File: config.mk
export PLATFORM = sky130hd
export DESIGN_NAME = ocfrs_sequencer
export DESIGN_NICKNAME = d
export VERILOG_FILES = /design/src/rtl/ocfrs_pkg.sv /design/src/rtl/ocfrs_sequencer.sv /design/src/rtl/ocfrs_delay_timer.sv
export VERILOG_INCLUDE_DIRS = /design/src /design/src/rtl
export SDC_FILE = /design/constraint.sdc
export NUM_CORES = 1
export LEC_CHECK = 0
export BUFFER_PORTS_ARGS = -buffer_cell sky130_fd_sc_hd__buf_4
export CAP_MARGIN = 30
export CORE_ASPECT_RATIO = 0.7
export CORE_MARGIN = 5
export CORE_UTILIZATION = 30
export CTS_BUF_LIST = sky130_fd_sc_hd__clkbuf_16
export CTS_CLUSTER_SIZE = 12
export DETAILED_ROUTE_END_ITERATION = 6
export SETUP_SLACK_MARGIN = 0.4
export SYNTH_ARGS = -nofsm -noshare
export SYNTH_HDL_FRONTEND = slang
export SYNTH_SLANG_ARGS = --single-unit
File: constraint.sdc
create_clock -name sys_clk -period 3.4 [get_ports sys_clk]
set_input_delay 0.34 -clock sys_clk [delete_from_list [all_inputs] [get_ports sys_clk]]
set_output_delay 0.34 -clock sys_clk [all_outputs]
set_load 0.05 [all_outputs]
File: src/rtl/ocfrs_consts.svh
/*
 Named constants for the overcurrent fault-response sequencer:
 field positions of the response setting, encodings, reset values and timing.
 Assumes inclusion by the sequencer and delay timer modules only.
*/
`ifndef OCFRS_CONSTS_SVH
`define OCFRS_CONSTS_SVH

// Field layout of the one-byte response setting
`define OCFRS_ACT_HI 7
`define OCFRS_ACT_LO 6
`define OCFRS_RETRY_HI 5
`define OCFRS_RETRY_LO 3
`define OCFRS_DELAY_HI 2
`define OCFRS_DELAY_LO 0

// Retry field encodings
`define OCFRS_RETRY_NONE 3'h0
`define OCFRS_RETRY_MAX 3'h6
`define OCFRS_RETRY_FOREVER 3'h7

// Reset value of the response setting (immediate shutdown, no retry)
`define OCFRS_CFG_RESET 8'hc0

// Delay unit in microseconds and clock rate in MHz
`define OCFRS_UNIT_US 1000
`define OCFRS_CLK_MHZ 10
`define OCFRS_UNIT_CYCLES (`OCFRS_UNIT_US * `OCFRS_CLK_MHZ)

`endif

File: src/rtl/ocfrs_pkg.sv
/*
 Types of the overcurrent fault-response sequencer.
 Assumes the constants header sits beside it in rtl/.
*/
package ocfrs_pkg;
    // Response action encodings (bits 7:6)
    typedef enum logic [1:0] {
        OCFRS_ACT_LIMIT = 2'h0,
        OCFRS_ACT_LV_FLOOR = 2'h1,
        OCFRS_ACT_DELAYED = 2'h2,
        OCFRS_ACT_IMMEDIATE = 2'h3
    } ocfrs_act_e;

    // Sequencer states, Gray coded along run, limit, off, wait, restart
    typedef enum logic [2:0] {
        OCFRS_ST_RUN = 3'h0,
        OCFRS_ST_LIMIT = 3'h1,
        OCFRS_ST_OFF = 3'h3,
        OCFRS_ST_WAIT = 3'h2,
        OCFRS_ST_RESTART = 3'h6,
        OCFRS_ST_LATCHED = 3'h7
    } ocfrs_state_e;
endpackage

File: src/rtl/ocfrs_sequencer.sv
/*
 Overcurrent fault-response sequencer: response setting register, latched
 fault flag, limit/shutdown decision and bounded or unbounded restarts.
 Assumes overcurrent and low-voltage comparators, the on/off command and the
 status-clear strobe are synchronous to sys_clk; the analog loop is outside.
*/
// Operation
// - Response 00 limits current forever, never shuts down for overcurrent.
// - Response 01 limits while voltage above floor, else shuts down and follows retry setting; in a restart attempt the code shuts down at once.
// - Response 10 limits for delay units, then shuts down if still limiting; in a restart attempt the code shuts down at once.
// - Response 11 shuts down immediately then follows retry setting.
// - Retry 000 means no restart; output stays off until cleared.
// - Retry 001 to 110 allows that many restart attempts.
// - Attempts exhausted without success leaves output latched off.
// - Restart attempts start spaced by delay count times delay unit.
// - Retry 111 restarts forever until commanded off or another fault.
// - Delay field is a unit count for run-on or restart spacing.
// - Fault flag sets on detection for every response value.
// - Fault flag stays latched until the status-clear action.
// - Host notify pulses whenever the fault flag gets set.
// - Latched off holds until reset, off-then-on command, or power loss.
`timescale 1ns/1ns
`include "ocfrs_consts.svh"
module ocfrs_sequencer
    import ocfrs_pkg::*;
#(
    parameter int UNIT_CYCLES = `OCFRS_UNIT_CYCLES,
    parameter int RESTART_CYCLES = 16
) (
    // Clock and reset
    input wire logic sys_clk,
    input wire logic rst_n,
    // Response setting register port
    input wire logic cfg_wr,
    input wire logic [7:0] cfg_wdata,
    output logic [7:0] overcurrent_response_setting,
    // Analog monitor inputs
    input wire logic oc_detect,
    input wire logic below_lv_floor,
    input wire logic other_fault,
    // Output on/off command (pin and command combined)
    input wire logic output_on_cmd,
    // Status clearing
    input wire logic status_clear,
    // Power stage control and status
    output logic output_enable,
    output logic current_limit_active,
    output logic oc_fault_flag,
    output logic host_notify,
    output logic latched_off,
    output logic [2:0] retries_left
);
    initial begin
        if (RESTART_CYCLES < 1) begin
            $error("RESTART_CYCLES must be at least one");
        end
    end

    localparam int RW = $clog2(RESTART_CYCLES + 1);

    ocfrs_state_e state_r, state_nxt;
    logic [7:0] cfg_r, cfg_nxt;
    logic flag_r, flag_nxt;
    logic notify_r, notify_nxt;
    logic [2:0] retry_r, retry_nxt;
    logic [RW-1:0] rst_cnt_r, rst_cnt_nxt;
    logic on_prev_r;
    logic tmr_start;
    logic tmr_busy;
    logic tmr_done;
    logic [2:0] retry_fld;
    logic [2:0] delay_fld;
    ocfrs_act_e act;
    logic shut_now;
    logic retry_ok;
    logic [2:0] reload;
    logic [2:0] budget;

    assign act = ocfrs_act_e'(cfg_r[`OCFRS_ACT_HI:`OCFRS_ACT_LO]);
    assign retry_fld = cfg_r[`OCFRS_RETRY_HI:`OCFRS_RETRY_LO];
    assign delay_fld = cfg_r[`OCFRS_DELAY_HI:`OCFRS_DELAY_LO];

    // Run-on and retry spacing share one timer; never needed at once
    ocfrs_delay_timer #(
        .UNIT_CYCLES(UNIT_CYCLES)
    ) u_timer (
        .sys_clk(sys_clk),
        .rst_n(rst_n),
        .start(tmr_start),
        .units(delay_fld),
        .busy(tmr_busy),
        .done(tmr_done)
    );

    // Full budget of the current setting, capped at the largest bounded count
    assign reload = (retry_fld > `OCFRS_RETRY_MAX) ? `OCFRS_RETRY_MAX : retry_fld;
    // Before the first shutdown the setting decides; retry_r lags a fresh write by a cycle
    assign budget = (state_r == OCFRS_ST_RUN || state_r == OCFRS_ST_LIMIT) ? reload : retry_r;

    // Retry permission: unbounded, or attempts remain
    assign retry_ok = (retry_fld == `OCFRS_RETRY_FOREVER) || (budget != 3'h0);

    // Register and flag next values
    always_comb begin
        cfg_nxt = cfg_r;
        if (cfg_wr) begin
            cfg_nxt = cfg_wdata;
        end
        flag_nxt = flag_r;
        notify_nxt = 1'b0;
        if (status_clear) begin
            flag_nxt = 1'b0;
        end
        // Detection wins over a clear in the same cycle
        if (oc_detect) begin
            flag_nxt = 1'b1;
            notify_nxt = !flag_r;
        end
    end

    // Sequencer next state
    always_comb begin
        state_nxt = state_r;
        retry_nxt = retry_r;
        rst_cnt_nxt = rst_cnt_r;
        tmr_start = 1'b0;
        shut_now = 1'b0;
        case (state_r)
            OCFRS_ST_RUN: begin
                // Fresh episode gets the full budget
                retry_nxt = (retry_fld > `OCFRS_RETRY_MAX) ? `OCFRS_RETRY_MAX : retry_fld;
                if (oc_detect) begin
                    case (act)
                        OCFRS_ACT_LIMIT: state_nxt = OCFRS_ST_LIMIT;
                        OCFRS_ACT_LV_FLOOR: state_nxt = OCFRS_ST_LIMIT;
                        OCFRS_ACT_DELAYED: begin
                            state_nxt = OCFRS_ST_LIMIT;
                            tmr_start = 1'b1;
                        end
                        default: shut_now = 1'b1;
                    endcase
                end
            end
            OCFRS_ST_LIMIT: begin
                if (!oc_detect) begin
                    state_nxt = OCFRS_ST_RUN;
                end else if (act == OCFRS_ACT_LV_FLOOR && below_lv_floor) begin
                    shut_now = 1'b1;
                end else if (act == OCFRS_ACT_DELAYED && tmr_done) begin
                    shut_now = 1'b1;
                end else if (act == OCFRS_ACT_IMMEDIATE) begin
                    shut_now = 1'b1;
                end
            end
            OCFRS_ST_WAIT: begin
                // Spacing measured from the start of the previous attempt; an idle
                // timer has already expired (late fault in RESTART, or zero delay)
                if (tmr_done || !tmr_busy) begin
                    state_nxt = OCFRS_ST_RESTART;
                    rst_cnt_nxt = RW'(RESTART_CYCLES);
                    tmr_start = 1'b1;
                end
            end
            OCFRS_ST_RESTART: begin
                if (oc_detect) begin
                    if (act == OCFRS_ACT_LIMIT) begin
                        state_nxt = OCFRS_ST_LIMIT;
                    end else begin
                        shut_now = 1'b1;
                    end
                end else if (rst_cnt_r <= RW'(1)) begin
                    state_nxt = OCFRS_ST_RUN;
                end else begin
                    rst_cnt_nxt = rst_cnt_r - 1'b1;
                end
            end
            OCFRS_ST_OFF, OCFRS_ST_LATCHED: begin
                state_nxt = state_r;
            end
            default: state_nxt = OCFRS_ST_LATCHED;
        endcase
        // Shutdown: retry or latch; retry 000 and an empty budget both latch
        if (shut_now) begin
            if (retry_ok) begin
                state_nxt = OCFRS_ST_WAIT;
                if (retry_fld != `OCFRS_RETRY_FOREVER) begin
                    retry_nxt = budget - 1'b1;
                end
                if (state_r != OCFRS_ST_RESTART) begin
                    tmr_start = 1'b1;
                end
            end else begin
                state_nxt = OCFRS_ST_LATCHED;
            end
        end
        // Another fault ends unbounded retrying
        if (other_fault && state_r == OCFRS_ST_WAIT) begin
            state_nxt = OCFRS_ST_LATCHED;
        end
        // Commanded off stops everything; on edge re-arms
        if (!output_on_cmd) begin
            state_nxt = OCFRS_ST_OFF;
        end else if (!on_prev_r && state_r == OCFRS_ST_OFF) begin
            state_nxt = OCFRS_ST_RUN;
            retry_nxt = (retry_fld > `OCFRS_RETRY_MAX) ? `OCFRS_RETRY_MAX : retry_fld;
        end
    end

    // Register stage; bias-power loss arrives as rst_n
    always_ff @(posedge sys_clk) begin
        if (!rst_n) begin
            state_r <= OCFRS_ST_OFF;
            cfg_r <= `OCFRS_CFG_RESET;
            flag_r <= 1'b0;
            notify_r <= 1'b0;
            retry_r <= 3'h0;
            rst_cnt_r <= '0;
            on_prev_r <= 1'b0;
        end else begin
            state_r <= state_nxt;
            cfg_r <= cfg_nxt;
            flag_r <= flag_nxt;
            notify_r <= notify_nxt;
            retry_r <= retry_nxt;
            rst_cnt_r <= rst_cnt_nxt;
            on_prev_r <= output_on_cmd;
        end
    end

    // Outputs, all from flip-flops
    assign overcurrent_response_setting = cfg_r;
    assign output_enable = (state_r == OCFRS_ST_RUN) || (state_r == OCFRS_ST_LIMIT) ||
        (state_r == OCFRS_ST_RESTART);
    assign current_limit_active = (state_r == OCFRS_ST_LIMIT);
    assign oc_fault_flag = flag_r;
    assign host_notify = notify_r;
    assign latched_off = (state_r == OCFRS_ST_LATCHED);
    assign retries_left = retry_r;
endmodule

File: src/rtl/ocfrs_delay_timer.sv
/*
 Delay timer: counts a number of delay units, each a fixed cycle count.
 Assumes a one-cycle start pulse; start while busy restarts the count.
*/
`timescale 1ns/1ns
`include "ocfrs_consts.svh"
module ocfrs_delay_timer
    import ocfrs_pkg::*;
#(
    parameter int UNIT_CYCLES = `OCFRS_UNIT_CYCLES
) (
    // Clock and reset
    input wire logic sys_clk,
    input wire logic rst_n,
    // Control
    input wire logic start,
    input wire logic [2:0] units,
    // Status
    output logic busy,
    output logic done
);
    initial begin
        if (UNIT_CYCLES < 1) begin
            $error("UNIT_CYCLES must be at least one");
        end
    end

    localparam int CW = $clog2(UNIT_CYCLES + 1);

    logic [CW-1:0] cyc_r, cyc_nxt;
    logic [2:0] unit_r, unit_nxt;
    logic busy_r, busy_nxt;
    logic done_r, done_nxt;

    // Next values: unit count down, then cycle count down within each unit
    always_comb begin
        cyc_nxt = cyc_r;
        unit_nxt = unit_r;
        busy_nxt = busy_r;
        done_nxt = 1'b0;
        if (start) begin
            cyc_nxt = CW'(UNIT_CYCLES - 1);
            unit_nxt = units;
            // A zero count expires at once
            busy_nxt = (units != 3'h0);
            done_nxt = (units == 3'h0);
        end else if (busy_r) begin
            if (cyc_r != '0) begin
                cyc_nxt = cyc_r - 1'b1;
            end else if (unit_r <= 3'h1) begin
                busy_nxt = 1'b0;
                done_nxt = 1'b1;
            end else begin
                unit_nxt = unit_r - 1'b1;
                cyc_nxt = CW'(UNIT_CYCLES - 1);
            end
        end
    end

    // Register stage
    always_ff @(posedge sys_clk) begin
        if (!rst_n) begin
            cyc_r <= '0;
            unit_r <= 3'h0;
            busy_r <= 1'b0;
            done_r <= 1'b0;
        end else begin
            cyc_r <= cyc_nxt;
            unit_r <= unit_nxt;
            busy_r <= busy_nxt;
            done_r <= done_nxt;
        end
    end

    assign busy = busy_r;
    assign done = done_r;
endmodule

# Yosys cells after proc, flatten, opt, wreduce, memory -nomap -nowiden
# Cells that the tools add are included.
dict set report word_totals {
  ff_bits 41
  input_bits 16
  out_inout_bits 16
  wordCells 144
}
dict set report op_classes {
  n_addsub 4
  order_cmp 3
  n_eq_ne 32
  mux 58
  bitwise 2
  n_reduce_logical 32
}
# cell count
set ops {}
lappend ops {{$mux W3} 22}
lappend ops {{$mux W14} 4}
lappend ops {{$mux W1} 24}
lappend ops {{$mux W5} 3}
lappend ops {{$ne A5 B3 Y1 const B} 3}
lappend ops {{$pmux W3 S5} 1}
lappend ops {{$reduce_and A7 Y1} 2}
lappend ops {{$reduce_bool A14 Y1} 1}
lappend ops {{$sub A14 B1 Y14 const B} 1}
lappend ops {{$ne A4 B3 Y1 const B} 3}
lappend ops {{$ne A6 B6 Y1 const B} 2}
lappend ops {{$ne A2 B2 Y1 const B} 5}
lappend ops {{$ne A5 B5 Y1 const B} 2}
lappend ops {{$pmux W5 S2} 1}
lappend ops {{$eq A3 B3 Y1 const B} 3}
lappend ops {{$ne A3 B3 Y1 const B} 3}
lappend ops {{$reduce_and A2 Y1} 4}
lappend ops {{$eq A3 B2 Y1 const B} 2}
lappend ops {{$logic_not A3 Y1} 2}
lappend ops {{$reduce_bool A2 Y1} 3}
lappend ops {{$reduce_bool A3 Y1} 2}
lappend ops {{$reduce_or A3 Y1} 2}
lappend ops {{$sub A3 B1 Y3 const B} 2}
lappend ops {{$le A5 B1 Y1 const B} 1}
lappend ops {{22 further kinds} 33}

# Longest topological paths before layout
# Gate-level depths: netlist of run 1.
dict set report logic_depth {
  depth_word 9
  mapped_depth 10
  mapped_depth_nobuf 8
}

# Hierarchy
# A second synthesis of run 1 with hierarchy kept.
dict set report hier_totals {
  cells_unflattened 317
  hier_area_um2 2606.2
}
# mod n_inst cells_each area_each_um2 seq_area_each_um2
set modules_own_cells {}
lappend modules_own_cells {ocfrs_sequencer 1 175 1427.6 440.4}
lappend modules_own_cells {ocfrs_delay_timer 1 142 1178.6 380.4}

# Least setup slack after synthesis of run 1
# OpenSTA, ideal clock, no wires.
dict set report synth_path {
  path_type {reg-to-reg}
  startpoint {reg state_r[1]}
  endpoint {reg retry_r[1], in the netlist retries_left[1]}
  setup_time_ps 75
  arrival_ps 2747
  t_required_ps 3325
  setup_slack_ps 578
  stages_incl_launch_ff 8
  n_path_buf 3
  period_less_slack_ps 2822
  path_cell_list {dfxtp_1 -> clkbuf_1 -> buf_2 -> o21ai_0 -> o311ai_1 -> clkbuf_1 -> or3_1 -> a31oi_1}
}
dict set report synth_between {
  elab_chain_len 9
  elab_cells_between_ends 17
  classes_between {1 x add/sub; 3 x eq/ne; 8 x mux; 5 x reduce/logical}
}
# element line_no
set synth_rtl {}
lappend synth_rtl {{start, declared} ocfrs_sequencer.sv:61} ;# ocfrs_state_e state_r, state_nxt;
lappend synth_rtl {{start signal, assigned} ocfrs_sequencer.sv:220} ;# state_r <= state_nxt;
lappend synth_rtl {{$eq A3 B1 Y1 or $logic_not A3 Y1 (tied branches)} {ocfrs_sequencer.sv:98, ocfrs_sequencer.sv:128}}
lappend synth_rtl {{$logic_or A1 B1 Y1} ocfrs_sequencer.sv:98} ;# assign budget = (state_r == OCFRS_ST_RUN || state_r == OCFRS_ST_LIMIT) ? reload : retry_r;
lappend synth_rtl {{$mux W3} ocfrs_sequencer.sv:98}
lappend synth_rtl {{$sub A3 B1 Y3 or $reduce_bool A3 Y1 (tied branches)} {ocfrs_sequencer.sv:187, ocfrs_sequencer.sv:101}}
lappend synth_rtl {{$mux W3 or $logic_or A1 B1 Y1 (tied branches)} {ocfrs_sequencer.sv:186, ocfrs_sequencer.sv:101}}
lappend synth_rtl {{$mux W3} ocfrs_sequencer.sv:184} ;# if (retry_ok) begin
lappend synth_rtl {{$mux W3} ocfrs_sequencer.sv:183} ;# if (shut_now) begin
lappend synth_rtl {{$mux W3} ocfrs_sequencer.sv:203} ;# end else if (!on_prev_r && state_r == OCFRS_ST_OFF) begin
lappend synth_rtl {{$mux W3 (*)} ocfrs_sequencer.sv:201} ;# if (!output_on_cmd) begin
lappend synth_rtl {{end signal, assigned} ocfrs_sequencer.sv:224} ;# retry_r <= retry_nxt;
lappend synth_rtl {{end, declared} ocfrs_sequencer.sv:65} ;# logic [2:0] retry_r, retry_nxt;
# Every way passes the cells marked *; elsewhere a longest branch is shown, timed or not.
# A chain may end at the register's enable or synchronous reset.

# Worst setup path in the final report of run 1
dict set report layout_path {
  startpoint {reg state_r[1]}
  endpoint {reg u_timer.cyc_r[3]}
}
dict set report layout_between {
  elab_chain_len 9
  elab_cells_between_ends 18
  classes_between {5 x eq/ne; 7 x mux; 6 x reduce/logical}
}
# element line_no
set layout_rtl {}
lappend layout_rtl {{$eq A3 B1 Y1 or $logic_not A3 Y1 (tied branches)} {ocfrs_sequencer.sv:98, ocfrs_sequencer.sv:128}}
lappend layout_rtl {{$logic_or A1 B1 Y1} ocfrs_sequencer.sv:98}
lappend layout_rtl {{$mux W3} ocfrs_sequencer.sv:98}
lappend layout_rtl {{$reduce_bool A3 Y1} ocfrs_sequencer.sv:101} ;# assign retry_ok = (retry_fld == `OCFRS_RETRY_FOREVER) || (budget != 3'h0);
lappend layout_rtl {{$logic_or A1 B1 Y1} ocfrs_sequencer.sv:101}
lappend layout_rtl {{$mux W1} ocfrs_sequencer.sv:184}
lappend layout_rtl {{$mux W1 (*)} ocfrs_sequencer.sv:183}
lappend layout_rtl {{$ne A3 B2 Y1 (no line) or $reduce_bool A2 Y1 (tied branches)} n/a}
lappend layout_rtl {{$reduce_and A2 Y1 (no line)} n/a}
lappend layout_rtl {{end signal, assigned} ocfrs_delay_timer.sv:68} ;# cyc_r <= cyc_nxt;
lappend layout_rtl {{end, declared} ocfrs_delay_timer.sv:30} ;# logic [CW-1:0] cyc_r, cyc_nxt;
# Marked as above.

==> metrics.yaml, run 1 <==
drt_wl_total_um: 5640
ys_types: 59
outcome: "completed"
ir_drop_uv: 353
grt.total_usage_pct: 11.9
hold_path.class: "input pin to register"
synth_edf_count: 0
yosysMostFrequentCell: "dfxtp_1"
netlist_top_cells_area: "dfxtp_1 36%, mux2i_1 5.2%, a21oi_1 4.4%, ha_1 4.4%, nor2_1 3.9%"
nets: 324
finalHoldViolations: 0
die_y_um: 83.2
place_hpwl_um: 4170
p_leak_nw: 1.12
fin_worst_skew_ns: 0.00802
whs_ns: 0.288
yosys.area.top_type: "dfxtp_1"
synth.area.mux_share_pct: 5.72
place_congestion: 0.844
synth_xor_area_share_pct: 5.33
fmax_ghz: 0.379
cp-end-kind: "register"
cp_max_fo: 17
synthesis.nets: 296
critPathArrivalTime_ns: 2.78
route.antenna.remaining_nets: 0
grt-ovfl-total: 0
yosys.area_share.simple_pct: 23.8
nFillCells: 740
path_clk_slew_ns: 0.06
dpl_cell_area_um2: 2620
drt_iter0_drc: 209
syn_to_final_growth_pct: 21.5
cts_tree: "yes"
grt_max_degree: 19
fin_area_um2: 2790
htreeDepth: 2
max_cap_violations: 0
place.port_buffers: 31
vias: 2061
grt_pass1_vias: 1873
synth.avg_cell_area_um2: 8.45
p_total_mw: 1.56
layout-drive-gt1-share_pct: 19.0
start_util_pct: 31.1
critPathLaunchType: "register"
core_area_um2: 7380
ys_seq_area_share_pct: 35.7
fin_crit_ns: 2.64
ioPinCount: 32
grt_antenna_before_repair: 0
dieArea_um2: 9540
wl_per_cell_um: 14.2
synth_compound_area_share_pct: 20.5
yosysWarningCount: 0
powerDensity_nw_per_um2: 558
rsz0062_at_grt: "no"
ys_top_cells_by_count: "41 x dfxtp_1, 24 x nor2_1, 20 x a21oi_1, 14 x nand2_1, 14 x o21ai_0"
cts-buffers-inserted: 5
n_antenna_cell: 0
cts_buffer_depth: 2
async_flop_share_pct: 0
cts_root_buf: "clkbuf_16"
clock_latency_ns: 0.28
dr.pass1.iters: 4
clock_sinks: 41
worstMarginPinSlew_ns: 0.712
ctsResizeCount: 0
via_per_inst: 5.18
period_share_pct: 77.6
fp-row-count: 26
synth-seq-cells: 41
synth_fa_ha_area_share_pct: 4.35
die_w_um: 115
setup_violations: 0
grt_pass1_wl_um: 9370
dominantRegCellSynth: "dfxtp_1"
cts_hold_buffers: 0
max-slew-margin-rel_pct: 52.1
postCtsSetupBuffers: 0
synth_top_area_share_pct: 35.7
synth_top_family_by_area: "simple AND/OR/NAND/NOR gates"
postSynthCellCount: 272
syn_area_um2: 2300
drv_slew: 0
drcViolationCount: 0
crit_required_ns: 3.54
path_class: "register to register"
tns_ns: 0
-- final timing paths --
check	start	to	slack [ns]	depth (start not counted)
hold reg to reg	u_timer.cyc_r[11]$_SDFFE_PP0P_	u_timer.cyc_r[11]$_SDFFE_PP0P_	0.48	2
hold / removal	cfg_wdata[7]	overcurrent_response_setting[7]$_SDFFE_PN1P_	0.29	3
setup reg to reg	state_r[1]$_SDFFE_PN1P_	u_timer.cyc_r[3]$_SDFFE_PN0P_	0.76	8
setup / recovery	state_r[1]$_SDFFE_PN1P_	u_timer.cyc_r[3]$_SDFFE_PN0P_	0.76	8
-- cells by family (layout without fill, tap and decap cells) --
family / count (synthesis) / count (layout)
fa+ha+maj: 8 / 8
flops: 41 / 41
simple gates: 97 / 97
xor+xnor: 14 / 14
compound gates: 72 / 72
buf+inv: 27 / 55
mux: 13 / 13
-- area by class of cell --
class                      instances  area [um2]  share of cell area, %
sequential                        41         823                   29.5
inverter                          14        52.6                   1.88
multi-input combinational        204        1380                   49.4
clock buffer                       5         125                   4.48
timing repair buffer              34         255                   9.14
clock inverter                     2        35.0                   1.25
tap                               98         123                   4.39
-- cells in the final DEF (no fill, tap or decap), types with 3 or more instances in the layout --
cell,count
nor3_1,8
a21oi_1,20
nand3b_1,5
nand3_1,5
and3_1,3
nor3b_1,3
or2_2,4
xor2_1,9
o21ai_0,14
or4_1,3
o211ai_1,7
inv_1,13
buf_4,34
dfxtp_1,39
nand4_1,3
xnor2_1,5
and2_1,3
o31ai_1,4
nand2_1,14
nand2b_1,5
a21o_1,3
or3_1,3
ha_1,8
mux2i_1,12
nor2_1,24
clkbuf_16,5
a31oi_1,4
-- power breakdown --
part | switching, mW | internal, mW
Sequential | 0.0664 | 0.534
Clock | 0.183 | 0.341
Combinational | 0.256 | 0.179
Total | 0.506 | 1.05
-- sequential cells by signal (all words and copies together), names as in the netlist --
| name | count |
|---|---|
| u_timer.busy | 1 |
| retries_left | 3 |
| host_notify | 1 |
| u_timer.cyc_r | 14 |
| u_timer.done | 1 |
| rst_cnt_r | 5 |
| oc_fault_flag | 1 |
| overcurrent_response_setting | 8 |
| u_timer.unit_r | 3 |
| on_prev_r | 1 |
| state_r | 3 |
-- routing by layer --
metal | up-vias | GRT usage [%] | wire, um
li1 | 1049 | - | -
met1 | 961 | 18.6 | 2980
met2 | 49 | 15.9 | 2270
met3 | 2 | 3.13 | 350
met4 | 0 | 2.70 | 35
met5 | - | 0 | 0
-- worst max-delay path, stage by stage (launching register included) --
cell	delay, ns
dfxtp_2	0.41
nor2_1	0.29
mux2i_1	0.34
ha_1	0.30
nand3b_1	0.09
and4_1	0.22
a211oi_2	0.27
nor2b_1	0.44
a31oi_1	0.13
-- metrics by stage --
step / util [%] / instances / setup WS [ns]
6_report: 37.8 / 398 / 0.763
5_1_grt: 37.8 / 398 / 0.515
4_1_cts: 37.7 / 398 / 0.506
3_5_place_dp: 35.5 / 391 / 0.541
3_3_place_gp: 35.5 / 391 / 0.746
2_1_floorplan: - / 272 / 0.578
Power figures use the tool's default switching activity.
==> run 2: changes to the inputs <==
==> constraint.sdc (replaced) <==
create_clock -name sys_clk -period 2.35 [get_ports sys_clk]
set_input_delay 0.235 -clock sys_clk [delete_from_list [all_inputs] [get_ports sys_clk]]
set_output_delay 0.235 -clock sys_clk [all_outputs]
set_load 0.05 [all_outputs]
==> run 2 against run 1 <==
Register-to-register slack lost 0.54 ns. Largest cell class unchanged. Design area rose by 15%. Clock skew down 0.0016 ns. Highest routed layer unchanged. Via count rose by 6.6%. Setup slack lost 0.54 ns. Count of clock-buffer cells in the layout is the same.
==> metrics.yaml, run 2 (synthesis gave the netlist of run 1 again) <==
dr.pass1.iters: 4
cts_root_buf: "clkbuf_16"
max-slew-margin-rel_pct: 69.4
largest-register: "u_timer.cyc_r"
fin_worst_skew_ns: 0.00646
grt-ovfl-total: 0
grt_pass1_wl_um: 10300
place_congestion: 0.845
grt_antenna_before_repair: 0
worstMarginPinSlew_ns: 0.456
rrSetupSlack_ns: 0.22
p_leak_nw: 1.30
powerDensity_nw_per_um2: 740
fp-row-count: 26
syn_to_final_growth_pct: 39.3
path_cells: "nor2_4, mux2i_2, ha_2, nand3b_1, and4_4, a211oi_4, buf_6, nor2_4, a31o_2"
mostFrequentLayoutCells: "61 x buf_4, 33 x dfxtp_1, 19 x nor2_1"
outcome: "completed"
grt.total_usage_pct: 13.1
slowest_delay_ns: 0.33
setup_violations: 0
n_antenna_cell: 0
cts_tree: "yes"
route.antenna.remaining_nets: 0
multi_input_area_um2: 1540
pwr-share-clk_pct: 27.2
hold_path.class: "input pin to register"
rsz0062_at_grt: "yes"
critPathLaunchType: "register"
nets: 356
via_per_inst: 5.10
path_class: "register to register"
holdPathEnd: "overcurrent_response_setting[7]$_SDFFE_PN1P_"
vias: 2198
cp-end-kind: "register"
final_common_cell: "buf_4"
grt_max_degree: 17
ir_drop_uv: 288
layout-drive-gt1-share_pct: 35.1
p_total_mw: 2.37
cp_max_fo: 7
r2r-start: "state_r[2]$_SDFFE_PP0P_"
die_w_um: 115
cts_hold_buffers: 0
start_util_pct: 31.1
fmax_ghz: 0.470
core_area_um2: 7380
period_share_pct: 90.5
path_clk_slew_ns: 0.06
dpl.cell_count: 408
r2r_cells: 9
wl_per_cell_um: 14.1
place.port_buffers: 31
critPathArrivalTime_ns: 2.30
seqPwrFrac_pct: 36.1
fin_crit_ns: 2.13
drcViolationCount: 0
ioPinCount: 32
crit_top_cell: "nor2_4"
intPower_mw: 1.56
swShare_pct: 34.1
cts_buffer_depth: 2
seq_area_um2: 838
power_frac_comb_pct: 36.7
die_y_um: 83.2
clock_sinks: 41
finalHoldViolations: 0
drt_wl_total_um: 6070
tns_ns: 0
r2r_end: "u_timer.unit_r[1]$_SDFFE_PN0P_"
htreeDepth: 2
grt_pass1_vias: 2097
crit_required_ns: 2.52
drv_slew: 0
place_hpwl_um: 4320
fin_cells: 431
drt_iter0_drc: 94
hold_depth: 3
nFillCells: 740
largest_reg_flops: 14
clock_latency_ns: 0.28
min_from: "cfg_wdata[7]"
utilization_pct: 43.4
switchingPower_mw: 0.808
worst_path_max_delay_cell: "dfxtp_2"
cts-buffers-inserted: 5
dieArea_um2: 9540
max_cap_violations: 0
## run 2: worst max-delay path by stage
stage                                                            start                              to  slack (ns)
after floorplan           overcurrent_response_setting[3]$_SDFFE_PN0P_         u_timer.busy$_SDFF_PN0_        0.18
after global placement                         state_r[2]$_SDFFE_PP0P_  u_timer.unit_r[1]$_SDFFE_PN0P_        0.18
after detailed placement                       state_r[2]$_SDFFE_PP0P_  u_timer.unit_r[1]$_SDFFE_PN0P_        0.06
after CTS                                      state_r[1]$_SDFFE_PN1P_  u_timer.unit_r[1]$_SDFFE_PN0P_        0.25
after global routing                           state_r[2]$_SDFFE_PP0P_   u_timer.cyc_r[3]$_SDFFE_PN0P_        0.09
final                                          state_r[2]$_SDFFE_PP0P_  u_timer.unit_r[1]$_SDFFE_PN0P_        0.22
## run 2: power groups by stage
stage                     combinational, mW  clock [mW]  sequential [mW]
after floorplan                       0.468           0            0.898
after global placement                0.753           0            0.870
after detailed placement              0.754           0            0.870
after CTS                             0.842       0.659            0.853
after global routing                  0.955       0.684            0.867
final                                 0.869       0.645            0.857
## run 2: stage by stage
stage / area, um2 / worst slack [ns] / hold slack, ns
final: 3200 / 0.223 / 0.182
after global routing: 3200 / 0.0888 / 0.200
after CTS: 3150 / 0.251 / 0.176
after detailed placement: 2820 / 0.0562 / 0.468
after global placement: 2820 / 0.182 / 0.464
after floorplan: 2380 / 0.178 / 0.364
## run 2: timing repair
action                     CTS  global route
gates resized for setup     22            10
pin swaps                    7             4
setup endpoints to repair   23            25
setup buffers               13             2
## run 2: critical path: cells and delay by family (launching register included)
kind            cells  cell delay, ns
mux                 1            0.27
buf+inv             1            0.19
flops               1            0.33
fa+ha+maj           1            0.26
simple gates        4            0.43
compound gates      2            0.52
## run 2: layout make-up
type	instances	area share, %
well taps	98	3.83
clock inverters	3	0.352
flip-flops and latches	41	26.2
inverters	14	1.64
multi-input cells	204	48.0
repair buffers	66	16.1
clock buffers	5	3.91
## run 2: per-layer routing
| layer | GRT usage, % | wire length, um | part of all wire (%) |
|---|---|---|---|
| met1 | 18.6 | 3090 | 51 |
| met2 | 18.9 | 2580 | 43 |
| met3 | 3.49 | 310 | 5.1 |
| met4 | 4.42 | 78 | 1.3 |
| met5 | 0 | 0 | 0 |
==> run 3: changes to the inputs <==
--- a/config.mk
+++ b/config.mk
@@ -9,11 +9,12 @@
 export BUFFER_PORTS_ARGS = -buffer_cell sky130_fd_sc_hd__buf_4
 export CAP_MARGIN = 30
 export CORE_ASPECT_RATIO = 0.7
-export CORE_MARGIN = 5
-export CORE_UTILIZATION = 30
+export CORE_MARGIN = 1.5
+export CORE_UTILIZATION = 51
 export CTS_BUF_LIST = sky130_fd_sc_hd__clkbuf_16
 export CTS_CLUSTER_SIZE = 12
 export DETAILED_ROUTE_END_ITERATION = 6
+export PLACE_DENSITY = 0.75
 export SETUP_SLACK_MARGIN = 0.4
 export SYNTH_ARGS = -nofsm -noshare
 export SYNTH_HDL_FRONTEND = slang
==> run 3 against run 2 <==
Design area fell by 2.6%. Hold slack improved by 0.0076 ns. Sequential power rose by 1%. Setup slack got worse by 0.034 ns. Cell count fell by 11%. Sequential share of layout area rose by 0.74 points. Critical endpoint is now u_timer.cyc_r[11]$_SDFFE_PP0P_. Largest cell class unchanged.
==> metrics.yaml, run 3 (synthesis gave the netlist of run 1 again) <==
outcome: "completed"
drt_iter0_drc: 207
powerDensity_nw_per_um2: 766
mostFrequentLayoutCells: "57 x buf_4, 32 x dfxtp_1, 23 x nor2_1"
grt_max_degree: 19
ioPinCount: 32
fin_area_um2: 3120
layout-drive-gt1-share_pct: 32.5
max-slew-margin-rel_pct: 60.8
ir_drop_uv: 556
syn_to_final_growth_pct: 35.7
worst_path_max_delay_cell: "or4_1"
die_y_um: 59.2
drt_wl_total_um: 6280
drv_slew: 0
fin_cells: 384
htreeDepth: 2
max_cap_violations: 0
tns_ns: 0
grt_pass1_vias: 2031
grt_antenna_before_repair: 0
path_cells: "buf_4, or4_1, or4b_4, or4_1, a21oi_1"
fin_crit_ns: 2.16
dieArea_um2: 4920
cts_root_buf: "clkbuf_16"
via_per_inst: 5.90
critPathArrivalTime_ns: 2.37
wl_per_cell_um: 16.4
fmax_ghz: 0.463
critPathBufInv: 1
grt_pass1_wl_um: 9720
period_share_pct: 92.0
cts_buffer_depth: 2
vias: 2265
slowest_delay_ns: 0.56
setup_violations: 0
fin_worst_skew_ns: 0.00518
hold_path.class: "input pin to register"
cp_max_fo: 3
core_area_um2: 4330
nets: 353
cts_hold_buffers: 0
cts_tree: "yes"
n_antenna_cell: 0
cts-buffers-inserted: 5
dpl.cell_count: 362
clock_sinks: 41
critPathLaunchType: "register"
largest-register: "u_timer.cyc_r"
place_congestion: 0.845
place_hpwl_um: 4100
path_class: "register to register"
layout_setup_ws_ns: 0.189
route.antenna.remaining_nets: 0
path_clk_slew_ns: 0.06
start_util_pct: 53.1
detailedPlace.worstSlack_ns: 0.123
whs_ns: 0.189
final_common_cell: "buf_4"
rsz0062_at_grt: "yes"
fp-row-count: 20
critPathTopFamily: "simple AND/OR/NAND/NOR gates"
die_w_um: 83.2
grt.total_usage_pct: 25.1
dr.pass1.iters: 5
crit_top_cell: "or4_1"
crit_required_ns: 2.56
dpl_cell_area_um2: 2750
clock_latency_ns: 0.28
finalHoldViolations: 0
drcViolationCount: 0
place.port_buffers: 31
cp-end-kind: "register"
p_leak_nw: 1.29
largest_reg_flops: 14
grt-ovfl-total: 0
worstMarginPinSlew_ns: 0.585
[run 3: through the flow]
step / power (mW) / util (%)
4_1_cts: 2.33 / 70.2
3_5_place_dp: 1.62 / 63.4
3_3_place_gp: 1.61 / 63.4
6_report: 2.39 / 72.0
2_1_floorplan: 1.37 / -
5_1_grt: 2.50 / 72.0
[run 3: path summary, 6_finish.rpt]
kind | from | endpoint | slack, ns | depth (start not counted)
hold reg to reg | oc_fault_flag$_SDFFE_PN0P_ | host_notify$_SDFF_PN0_ | 0.47 | 1
setup reg to reg | u_timer.cyc_r[0]$_SDFFE_PN0P_ | u_timer.cyc_r[11]$_SDFFE_PP0P_ | 0.19 | 5
setup / recovery | u_timer.cyc_r[0]$_SDFFE_PN0P_ | u_timer.cyc_r[11]$_SDFFE_PP0P_ | 0.19 | 5
hold / removal | cfg_wdata[6] | overcurrent_response_setting[6]$_SDFFE_PN1P_ | 0.19 | 3
[run 3: metal layers]
metal  share of wire (%)  wire (um)  track usage, %
met1                  47       2940            36.1
met2                  45       2830            39.1
met3                 6.8        430            5.43
met5                   0          0               0
met4                 1.3         82            5.71
[run 3: final cells by class]
class	instances	area, um2
fill	323	1210
tap	55	68.8
sequential	41	840
multi-input combinational	204	1530
inverter	14	52.6
timing repair buffer	63	495
clock buffer	5	125
clock inverter	2	7.51
[run 3: what timing repair did]
item,4_1_cts,5_1_grt
endpoints found under the hold margin,0,0
endpoints found under the setup margin,22,25
setup buffers,11,4
gates resized for setup,18,8
pin swaps,8,1
[run 3: power breakdown]
group	internal [mW]	total, mW	switching (mW)
Clock	0.380	0.645	0.265
Sequential	0.773	0.866	0.0933
Combinational	0.412	0.877	0.465
[run 3: worst min-delay path, cell delays in order]
cell and delay [ns]:
buf_4 0.08, mux2i_1 0.06, nand2_1 0.06
